[src/hdl/link_consts.svh]
// Frame constants shared by the command master and the command slave
// What this block does
// Read 03H: command 8 bytes, reply 7-37
// Loopback 08H echoes the 8-byte frame unchanged
// Write 10H: command 11-41, reply 8 bytes
// Checksum register preset to all ones
// XOR byte, eight shifts, fold A001H
// Checksum order: address, function, data high-first
// Two checksum bytes end every frame
// Master checksums exactly the bytes it sends
// Device recomputes checksum to catch corruption
// At most 16 registers per read
// Read carries start then count, high first
// Read reply: address, function, byte count, data
// Register values go upper byte first
// Failure reply: function plus 80H, error code
// Loopback test code and data echoed unaltered
// Write carries start, count, byte count, values
// Write byte count equals twice register count
// Accept own station address or broadcast zero
// Checksum low byte sent before high byte
// Drop bad-checksum or foreign frames silently
// Never answer a broadcast frame
`ifndef LINK_CONSTS_SVH
`define LINK_CONSTS_SVH
`define CRC_INIT    16'hffff
`define CRC_POLY    16'ha001
`define FC_READ     8'h03
`define FC_LOOP     8'h08
`define FC_WRITE    8'h10
`define EXC_BIT     8'h80
`define EXC_FUNC    8'h01
`define EXC_DATA    8'h03
`define BCAST_ADDR  8'h00
`define MAX_REGS    16
`define FRAME_MAX   41
`define RSP_MAX     37
`define FIX_LEN     6'h08
`define WR_MIN      6'h0b
`define RD_HDR      3
`define WR_HDR      7
`define ECHO_LEN    6'h06
`define RSP_TIMEOUT 100000
`endif

[src/hdl/link_pkg.sv]
// Types and checksum step shared by both ends of the register link
`include "link_consts.svh"
package link_pkg;
  typedef enum logic [4:0] {
    D_RX    = 5'h01,
    D_CHECK = 5'h02,
    D_FETCH = 5'h04,
    D_WRITE = 5'h08,
    D_TX    = 5'h10
  } dev_state_t;

  typedef enum logic [3:0] {
    M_IDLE = 4'h1,
    M_TX   = 4'h2,
    M_RSP  = 4'h4,
    M_EVAL = 4'h8
  } mst_state_t;

  typedef struct packed {
    dev_state_t                  st;
    logic [`FRAME_MAX-1:0][7:0]  buff;
    logic [5:0]                  cnt;
    logic [5:0]                  len;
    logic [15:0]                 crc;
    logic [15:0]                 base;
    logic [4:0]                  idx;
    logic [4:0]                  last;
    logic                        ph;
    logic                        bcast;
    logic                        drop;
    logic                        rd_en;
    logic [15:0]                 rd_addr;
    logic                        wr_en;
    logic [15:0]                 wr_addr;
    logic [15:0]                 wr_data;
    logic                        tx_valid;
    logic [7:0]                  tx_data;
    logic                        tx_last;
  } dev_reg_t;

  typedef struct packed {
    mst_state_t                  st;
    logic [`FRAME_MAX-1:0][7:0]  buff;
    logic [`RSP_MAX-1:0][7:0]    rbuf;
    logic [5:0]                  cnt;
    logic [5:0]                  len;
    logic [15:0]                 crc;
    logic [19:0]                 timer;
    logic                        busy;
    logic                        done;
    logic                        err;
    logic                        exc;
    logic [7:0]                  code;
    logic [255:0]                words;
    logic                        tx_valid;
    logic [7:0]                  tx_data;
    logic                        tx_last;
  } mst_reg_t;

  // One byte through the checksum: XOR in low end, eight shifts
  function automatic logic [15:0] crc_step(input logic [15:0] c,
                                           input logic [7:0]  b);
    logic [15:0] r;
    r = c ^ {8'h00, b};
    for (int i = 0; i < 8; i++) begin
      r = r[0] ? ((r >> 1) ^ `CRC_POLY) : (r >> 1);
    end
    return r;
  endfunction
endpackage

[src/hdl/serial_link_if.sv]
// Byte-stream link between the command master and the command slave
`timescale 1ns/1ns
`default_nettype none
interface serial_link_if (
  input wire logic clk,     // System clock
  input wire logic resetn   // Asynchronous reset, active low
);
  logic       m_valid;      // Master byte valid
  logic [7:0] m_data;       // Master byte
  logic       m_last;       // Last byte of master frame
  logic       s_valid;      // Slave byte valid
  logic [7:0] s_data;       // Slave byte
  logic       s_last;       // Last byte of slave frame
  modport master (output m_valid, m_data, m_last,
                  input  s_valid, s_data, s_last);
  modport slave  (input  m_valid, m_data, m_last,
                  output s_valid, s_data, s_last);
endinterface
`default_nettype wire

[src/hdl/reg_slave.sv]
// Slave end: frame check, command decode, register access, replies
`timescale 1ns/1ns
`default_nettype none
`include "link_consts.svh"
module reg_slave
  import link_pkg::*;
(
  input  wire logic        clk,      // System clock
  input  wire logic        resetn,   // Async reset, active low
  serial_link_if.slave     lnk,      // Byte link to the master
  input  wire logic [4:0]  station,  // Own station address
  output logic             rd_en,    // Register read strobe
  output logic [15:0]      rd_addr,  // Register read address
  input  wire logic [15:0] rd_data,  // Read value, same cycle
  output logic             wr_en,    // Register write strobe
  output logic [15:0]      wr_addr,  // Register write address
  output logic [15:0]      wr_data   // Register write value
);
  dev_reg_t    q;
  dev_reg_t    d;
  logic [7:0]  fc;
  logic [15:0] qty;
  logic [7:0]  bc;
  logic [7:0]  code;
  logic [5:0]  p;
  logic        hit;

  // Next-state logic of the whole slave
  always_comb begin
    fc   = q.buff[1];
    qty  = {q.buff[4], q.buff[5]};
    bc   = q.buff[6];
    code = 8'h00;
    p    = 6'(`RD_HDR + 2 * q.idx);
    hit  = 1'b0;
    d          = q;
    d.rd_en    = 1'b0;
    d.wr_en    = 1'b0;
    d.tx_valid = 1'b0;
    d.tx_last  = 1'b0;
    unique case (q.st)
      D_RX: begin
        if (lnk.m_valid) begin
          if (q.cnt < 6'(`FRAME_MAX)) begin
            d.buff[q.cnt] = lnk.m_data;
            d.cnt         = q.cnt + 6'h01;
          end else begin
            d.drop = 1'b1;     // Overlong frame is dropped
          end
          // running checksum
          d.crc = crc_step(q.crc, lnk.m_data);
          if (lnk.m_last) begin
            d.st = D_CHECK;
          end
        end
      end
      D_CHECK: begin
        d.st    = D_RX;
        d.cnt   = 6'h00;
        // preset for next frame
        d.crc   = `CRC_INIT;
        d.drop  = 1'b0;
        d.idx   = 5'h00;
        d.ph    = 1'b0;
        d.base  = {q.buff[2], q.buff[3]};
        d.last  = 5'(qty - 16'h0001);
        d.bcast = (q.buff[0] == `BCAST_ADDR);
        // own address or broadcast
        hit = (q.buff[0] == {3'h0, station}) || d.bcast;
        // residue zero means intact frame
        if (!q.drop && q.crc == 16'h0000 && q.cnt >= 6'h04 && hit) begin
          unique case (fc)
            // read command checks
            `FC_READ: begin
              if (q.cnt != `FIX_LEN || qty == 16'h0000 ||
                  qty > 16'(`MAX_REGS)) begin
                code = `EXC_DATA;
              end else begin
                // byte count twice register count
                d.buff[2] = 8'(2 * qty);
                d.len     = 6'(`RD_HDR + 2 * qty);
                d.st      = D_FETCH;
              end
            end
            // loopback keeps frame as received
            `FC_LOOP: begin
              if (q.cnt != `FIX_LEN) begin
                code = `EXC_DATA;
              end else begin
                d.len = `ECHO_LEN;
                d.st  = D_TX;
              end
            end
            // write command checks
            `FC_WRITE: begin
              if (q.cnt < `WR_MIN || qty == 16'h0000 ||
                  qty > 16'(`MAX_REGS) || {8'h00, bc} != 16'(2 * qty) ||
                  {3'h0, q.cnt} != 9'({1'b0, bc} + 9'h009)) begin
                code = `EXC_DATA;
              end else begin
                d.len = `ECHO_LEN;
                d.st  = D_WRITE;
              end
            end
            default: code = `EXC_FUNC;
          endcase
          // exception reply
          if (code != 8'h00) begin
            d.buff[1] = fc | `EXC_BIT;
            d.buff[2] = code;
            d.len     = 6'(`RD_HDR);
            d.st      = D_TX;
          end
        end
      end
      // fetch registers ascending, high byte first
      D_FETCH: begin
        if (!q.ph) begin
          d.rd_en   = 1'b1;
          d.rd_addr = q.base + 16'(q.idx);
          d.ph      = 1'b1;
        end else begin
          d.buff[p]         = rd_data[15:8];
          d.buff[p + 6'h01] = rd_data[7:0];
          d.ph              = 1'b0;
          d.idx             = q.idx + 5'h01;
          if (q.idx == q.last) begin
            d.st = D_TX;
          end
        end
      end
      // write values ascending from start
      D_WRITE: begin
        p         = 6'(`WR_HDR + 2 * q.idx);
        d.wr_en   = 1'b1;
        d.wr_addr = q.base + 16'(q.idx);
        d.wr_data = {q.buff[p], q.buff[p + 6'h01]};
        d.idx     = q.idx + 5'h01;
        if (q.idx == q.last) begin
          d.st = D_TX;
        end
      end
      D_TX: begin
        d.tx_valid = 1'b1;
        d.cnt      = q.cnt + 6'h01;
        if (q.cnt < q.len) begin
          d.tx_data = q.buff[q.cnt];
          // checksum over sent bytes
          d.crc     = crc_step(q.crc, q.buff[q.cnt]);
        end else if (q.cnt == q.len) begin
          // checksum low byte first
          d.tx_data = q.crc[7:0];
        end else begin
          d.tx_data = q.crc[15:8];
          d.tx_last = 1'b1;
          d.st      = D_RX;
          d.cnt     = 6'h00;
          d.crc     = `CRC_INIT;
        end
      end
      default: d.st = D_RX;
    endcase
    // broadcast runs but never replies
    if (d.st == D_TX && q.st != D_TX && d.bcast) begin
      d.st = D_RX;
    end
  end

  // State register
  always_ff @(posedge clk or negedge resetn) begin
    if (!resetn) begin
      q     <= '0;
      q.st  <= D_RX;
      q.crc <= `CRC_INIT;
    end else begin
      q <= d;
    end
  end

  // Outputs straight from the state register
  assign rd_en       = q.rd_en;
  assign rd_addr     = q.rd_addr;
  assign wr_en       = q.wr_en;
  assign wr_addr     = q.wr_addr;
  assign wr_data     = q.wr_data;
  assign lnk.s_valid = q.tx_valid;
  assign lnk.s_data  = q.tx_data;
  assign lnk.s_last  = q.tx_last;
endmodule
`default_nettype wire

[src/flat_wrapper.sv]
// flat-port wrapper written by rule: the top's interface ports become plain ports
module reg_slave_flat import link_pkg::*;
  (clk, resetn, station, rd_en, rd_addr, rd_data, wr_en, wr_addr, wr_data, lnk_m_valid, lnk_m_data, lnk_m_last, lnk_s_valid, lnk_s_data, lnk_s_last);
  serial_link_if lnk_i (.clk(clk), .resetn(resetn));
  input  wire logic clk;
  input  wire logic resetn;
  input  wire logic [4:0] station;
  output logic rd_en;
  output logic [15:0] rd_addr;
  input  wire logic [15:0] rd_data;
  output logic wr_en;
  output logic [15:0] wr_addr;
  output logic [15:0] wr_data;
  input wire logic [$bits(lnk_i.m_valid)-1:0] lnk_m_valid;
  input wire logic [$bits(lnk_i.m_data)-1:0] lnk_m_data;
  input wire logic [$bits(lnk_i.m_last)-1:0] lnk_m_last;
  output wire logic [$bits(lnk_i.s_valid)-1:0] lnk_s_valid;
  output wire logic [$bits(lnk_i.s_data)-1:0] lnk_s_data;
  output wire logic [$bits(lnk_i.s_last)-1:0] lnk_s_last;
  assign lnk_i.m_valid = lnk_m_valid;
  assign lnk_i.m_data = lnk_m_data;
  assign lnk_i.m_last = lnk_m_last;
  assign lnk_s_valid = lnk_i.s_valid;
  assign lnk_s_data = lnk_i.s_data;
  assign lnk_s_last = lnk_i.s_last;
  reg_slave u_core (.clk(clk), .resetn(resetn), .lnk(lnk_i), .station(station), .rd_en(rd_en), .rd_addr(rd_addr), .rd_data(rd_data), .wr_en(wr_en), .wr_addr(wr_addr), .wr_data(wr_data));
endmodule
[config.mk]
export PLATFORM = sky130hd
export DESIGN_NAME = reg_slave_flat
export DESIGN_NICKNAME = d
export VERILOG_FILES = /design/src/hdl/link_pkg.sv /design/src/hdl/serial_link_if.sv /design/src/hdl/reg_slave.sv /design/src/flat_wrapper.sv
export VERILOG_INCLUDE_DIRS = /design/src /design/src/hdl
export SDC_FILE = /design/constraint.sdc
export NUM_CORES = 1
export LEC_CHECK = 0
export BUFFER_PORTS_ARGS = -buffer_cell sky130_fd_sc_hd__buf_2
export CORE_MARGIN = 4
export CORE_UTILIZATION = 57
export CTS_CLUSTER_DIAMETER = 100
export DETAILED_ROUTE_END_ITERATION = 10
export HOLD_SLACK_MARGIN = 0.08
export PLACE_DENSITY = 0.73
export SETUP_SLACK_MARGIN = 0.3
export SLEW_MARGIN = 20
export SYNTH_ARGS = -nofsm -noshare
export SYNTH_HDL_FRONTEND = slang
export SYNTH_SLANG_ARGS = --single-unit
[constraint.sdc]
create_clock -name clk -period 4.8 [get_ports clk]
set_input_delay 0 -clock clk [delete_from_list [all_inputs] [get_ports clk]]
set_output_delay 0 -clock clk [all_outputs]
set_load 0.005 [all_outputs]
## Word level (Yosys, flattened, before mapping)

Index checks and enable logic that the tools add are counted.

- Add/sub/neg operators: 10
- Magnitude comparators: 13
- Eq/ne operators: 28
- Muxes and demuxes: 87
- Bitwise logic cells: 20
- Reductions and logical operators: 37

Operators with widths:

| kind | count |
|---|---|
| bitwise mux 328 bit | 3 |
| one-hot mux 304 bit (2 select lines) | 1 |
| 2-to-1 mux 339 bit | 1 |
| 2-to-1 mux 16 bit | 21 |
| 2-to-1 mux 334 bit | 1 |
| 2-to-1 mux 333 bit | 1 |
| binary-select mux 8 bit (select 6 bit) | 3 |
| demux 8 bit (select 6 bit) | 3 |
| 2-to-1 mux 8 bit | 12 |
| one-hot mux 16 bit (3 select lines) | 2 |
| inverter 2 -> 3 bit | 16 |
| 2-to-1 mux 5 bit | 9 |
| 2-to-1 mux 6 bit | 6 |
| one-hot mux 6 bit (3 select lines) | 2 |
| less-than comparator 6 x 7 -> 1 bit (second input constant) | 5 |
| 2-to-1 mux 17 bit | 2 |
| 2-to-1 mux 33 bit | 1 |
| zero test 16 bit | 2 |
| bitwise XOR 16 x 8 -> 16 bit | 2 |
| one-hot mux 5 bit (3 select lines) | 2 |
| one-hot mux 5 bit (5 select lines) | 1 |
| one-hot mux 8 bit (3 select lines) | 1 |
| adder 6 x 1 -> 6 bit (second input constant) | 3 |
| >= comparator 6 x 1 -> 1 bit (second input constant) | 3 |
| 52 further kinds | 92 |

- Register bits: 450
- Input bits: 33

## Logic depth before layout (Yosys ltp)

- Word-level depth: 21
- Gate-level depth with buffers: 19
- Mapped depth without buffers: 13

## Worst setup path before layout

No wires, ideal clock.

- Path type: register to register
- From: register u_core.q[68] in the netlist's numbering
- To: register u_core.q (netlist bit u_core.wr_data[13])
- Setup time: 136 ps
- Arrival: 4,757 ps
- Setup slack: -93 ps
- Stages on the path, launching flop included: 16
- Path buffers: 9
- Clock period less this slack: 4,893 ps
- Cell sequence: dfrtp_1 -> clkbuf_1 -> buf_1 -> clkbuf_1 -> clkbuf_1 -> inv_1 -> ha_1 -> clkbuf_1 -> buf_2 -> buf_1 -> clkbuf_1 -> buf_2 -> mux4_2 -> mux2_2 -> o21ai_0 -> o21ai_0

- Longest elaborated chain between the ends: 3

RTL lines:

| item | RTL line | RTL |
|---|---|---|
| start, declared | reg_slave.sv:19 | `dev_reg_t q;` |
| adder 3 x 6 -> 6 bit (no line) | - |  |
| binary-select mux 8 bit (select 6 bit) | reg_slave.sv:137 | `d.wr_data = {q.buff[p], q.buff[p + 6'h01]};` |
| 2-to-1 mux 8 bit (implied by the code) | reg_slave.sv:137 |  |

Every way passes these cells. The select of a mux whose other input is x is not followed.
A chain may end at the register's enable or synchronous reset.

## Final worst setup path

- From: register u_core.q[111] in the netlist's numbering
- To: register u_core.q[104] in the netlist's numbering

- Longest elaborated chain between the ends: 14
- Elaborated cells on any way between the ends: 24

RTL lines:

| item | RTL line | RTL |
|---|---|---|
| binary-select mux 8 bit (select 6 bit) | reg_slave.sv:149 | `d.crc = crc_step(q.crc, q.buff[q.cnt]);` |
| 2-to-1 mux 8 bit (implied by the code) | reg_slave.sv:149 |  |
| bitwise XOR 16 x 8 -> 16 bit | link_pkg.sv:64 | `r = c ^ {8'h00, b};` |
| 2-to-1 mux 16 bit or inverter 2 -> 3 bit (tied branches) (6 in series) | - |  |
| inverter 2 -> 3 bit (no line) or 2-to-1 mux 16 bit (tied branches) | - |  |
| 2-to-1 mux 16 bit (2 in series) | link_pkg.sv:66 | `` r = r[0] ? ((r >> 1) ^ `CRC_POLY) : (r >> 1); `` |
| 2-to-1 mux 16 bit | reg_slave.sv:146 | `if (q.cnt < q.len) begin` |
| one-hot mux 16 bit (3 select lines) | reg_slave.sv:41 | `unique case (q.st)` |

Several ways; a longest one is shown, not always the timed one. The select of a mux whose other input is x is not followed.

==> metrics <==
# Max-Cap Violations 0; Crit Path Class register to register; worst slew pin tran 1150 ps; Mapped Cells 3467; vias in the first global route 27.8k; ANT cells 0; Peak VDD IR about 0.44 mV; Max Slew Vio Count 0; sequential fraction of design power between 30 and 40%; Sw Ratio 41.9%; final hold vios 0; Worst-path clk slew around 60 ps; Post-synth ARST share 100%; area share of the largest cell type after synthesis 37.5%; syn_area_per_cell 8.34 um^2; Yosys reg bits 450; CTS H-Tree Depth 2; Internal slightly above 9 mW; IO Pins 93; PD cells 498 nW/um^2; final setup fails 0; fmax ~0.23 GHz; tightest slew margin relative to the limit between 20% and 30%; clock power share about a quarter; clock latency on the worst-skew pair 610 ps; WP data arrival 4930 ps; Root Buffer clkbuf_16; initial DRC count 4382; Routed WL per cell 31.4 um; iteration count of the initial detailed-routing pass 7; clk buf depth 3; prevailing post-synth register cell dfrtp_1; fin util between 60% and 70%; CP required 5330 ps; clock sink count 450; most area-hungry cell type in the Yosys netlist dfrtp_1; GPL Wtd Cong 1.10; sequential-to-total area share from yosys stat 39.0%; pin count of the biggest net entering global routing 118; port bufs 92; unrepaired setup endpoints after global routing false; layout cells sized above 1 14.2%; Mapped Nets about 3.5k; CP Launch Type register; Tcrit/Tclk final a little over 90%; Area contributors post-synth dfrtp_1 37%, a21oi_1 8.3%, mux4_2 7.2%; Critical Path End Type register; HP Class input pin to register; placed inst area 29800 um^2; CTS Buf Count 50; Final Cell Area 31800 um^2; Nets 3514; Overall Global Routing Usage around 48%; Routed Antenna Nets 0; count leader, synth nand2_1; starting density of the core between 50% and 60%; Pleak 12.5 nW; DRT Wirelength 131000 um; Setup crit start u_core.q[111]; Row Count 82; crit path time final 4390 ps; initial antenna violation count 5; hold path start lnk_m_data[5]; Remaining DRCs 0; Mapped Area 28900 um^2; Post-synth top cells 539 x nand2_1, 520 x nor2_1, 481 x a21oi_1; die area around 54000 um^2; Yosys Warn Count 0; Core Footprint 50200 um^2; die width 233 um; Distinct cells, synth around 90; remaining global-route overflow 0; Comb power frac 38.0%; Switch Pwr about 6.6 mW; number of setup buffers added after CTS 0; Die Ht 233 um; setup_tns 0 ps; CTS tree done; origin of the critical flop-to-flop path u_core.q[111]; crit-path max FO 50; DPL Wire Length 91200 um; Layout area overhead 10.1%; vias per cell 7.08; first-pass GRT wire length 189000 um; EDFF count, synth 0; status finished, final reports clean; vias post-DR ~29k; clock skew about 13 ps
## registers in the layout, summed over array words and instances (netlist names)
register,count
u_core.lnk.s_data,8
u_core.wr_data,16
u_core.lnk.s_last,1
u_core.wr_addr,16
u_core.bc,8
u_core.fc,8
u_core.rd_en,1
u_core.wr_en,1
u_core.q,374
u_core.lnk.s_valid,1
u_core.rd_addr,16
## critical path, cell delays in order, from the launching register on
cell and delay [ps]:
dfrtp_4 870, and2b_1 520, a22o_1 320, a221oi_1 400, o22ai_1 190, a2111oi_4 740, xnor2_1 200, xnor3_2 320
xor2_2 170, xnor2_1 180, a221oi_2 290, nor2_1 60
## cells by family (layout without fill, tap and decap cells)
family / Yosys count / count (layout) / share of synthesized area [%]
simple gates: 1257 / 1257 / 18.1
compound gates: 1092 / 1092 / 21.7
flops: 450 / 450 / 39.0
buf+inv: 340 / 363 / 5.68
mux: 194 / 194 / 11.0
xor+xnor: 109 / 109 / 3.46
fa+ha+maj: 25 / 25 / 1.11
## metal layers
metal	global-route usage (%)	up-vias	routed length, um	part of all wire, %
met5	0	-	41	0.031
met4	37.3	6	14100	11
met3	15.9	786	18100	14
met2	69.4	2418	53900	41
met1	58.0	14100	44500	34
li1	-	12200	-	-
## path summary, 6_finish.rpt
kind,to,slack (ps),cells after the start
max in group asynchronous,u_core.q[277],3390,4
max reg2reg,u_core.q[104],410,11
min in group asynchronous,u_core.q[97],630,3
min,u_core.q[100],130,5
max,u_core.q[104],410,11
min reg2reg,u_core.lnk.s_data[0],480,2
## what timing repair did
item	in CTS	in global routing
hold endpoints to repair	320	0
hold buffers	28	0
resized for setup	0	0
## power by group through the flow
stage	logic, mW	clock network (mW)	registers [mW]
floorplan	4.32	0	4.95
global placement	5.66	0	5.65
detailed placement	5.73	0	5.67
CTS	5.80	4.12	5.61
global route	6.40	4.28	5.70
finish	6.02	4.12	5.72
## layout make-up
type                    instances  area (um^2)
flip-flops and latches        450        11300
repair buffers                251         1810
inverters                      26         97.6
multi-input cells            2677        16100
fillers                      4169        18300
clock buffers                  73         1500
clock inverters                13          226
well taps                     672          841
## metrics by stage
stage	hold slack, ps	total power [mW]	setup WS (ps)	cells
floorplan	-296	9.28	326	3467
global placement	66.6	11.3	637	4047
detailed placement	74.9	11.4	565	4047
CTS	111	15.5	549	4161
global route	184	16.4	311	4162
finish	128	15.9	408	4162
## layout by cell type (no fill, tap or decap), types with 17 or more instances in the layout
| cell | Yosys | layout |
|---|---|---|
| a21oi_1 | 481 | 481 |
| a221oi_1 | 31 | 31 |
| a22o_1 | 26 | 26 |
| a22oi_1 | 53 | 53 |
| buf_2 | 25 | 92 |
| buf_4 | 62 | 125 |
| clkbuf_16 | 0 | 53 |
| dfrtp_1 | 433 | 428 |
| dfstp_2 | 17 | 17 |
| dlygate4sd3_1 | 0 | 27 |
| ha_1 | 24 | 23 |
| inv_1 | 24 | 24 |
| mux2_2 | 37 | 37 |
| mux2i_1 | 56 | 56 |
| mux4_2 | 93 | 93 |
| nand2_1 | 539 | 538 |
| nand3_1 | 49 | 49 |
| nor2_1 | 520 | 520 |
| nor3_1 | 33 | 31 |
| o21ai_0 | 356 | 356 |
| xnor2_1 | 63 | 62 |
| xor2_1 | 41 | 41 |
(Power assumes the default switching activity.)
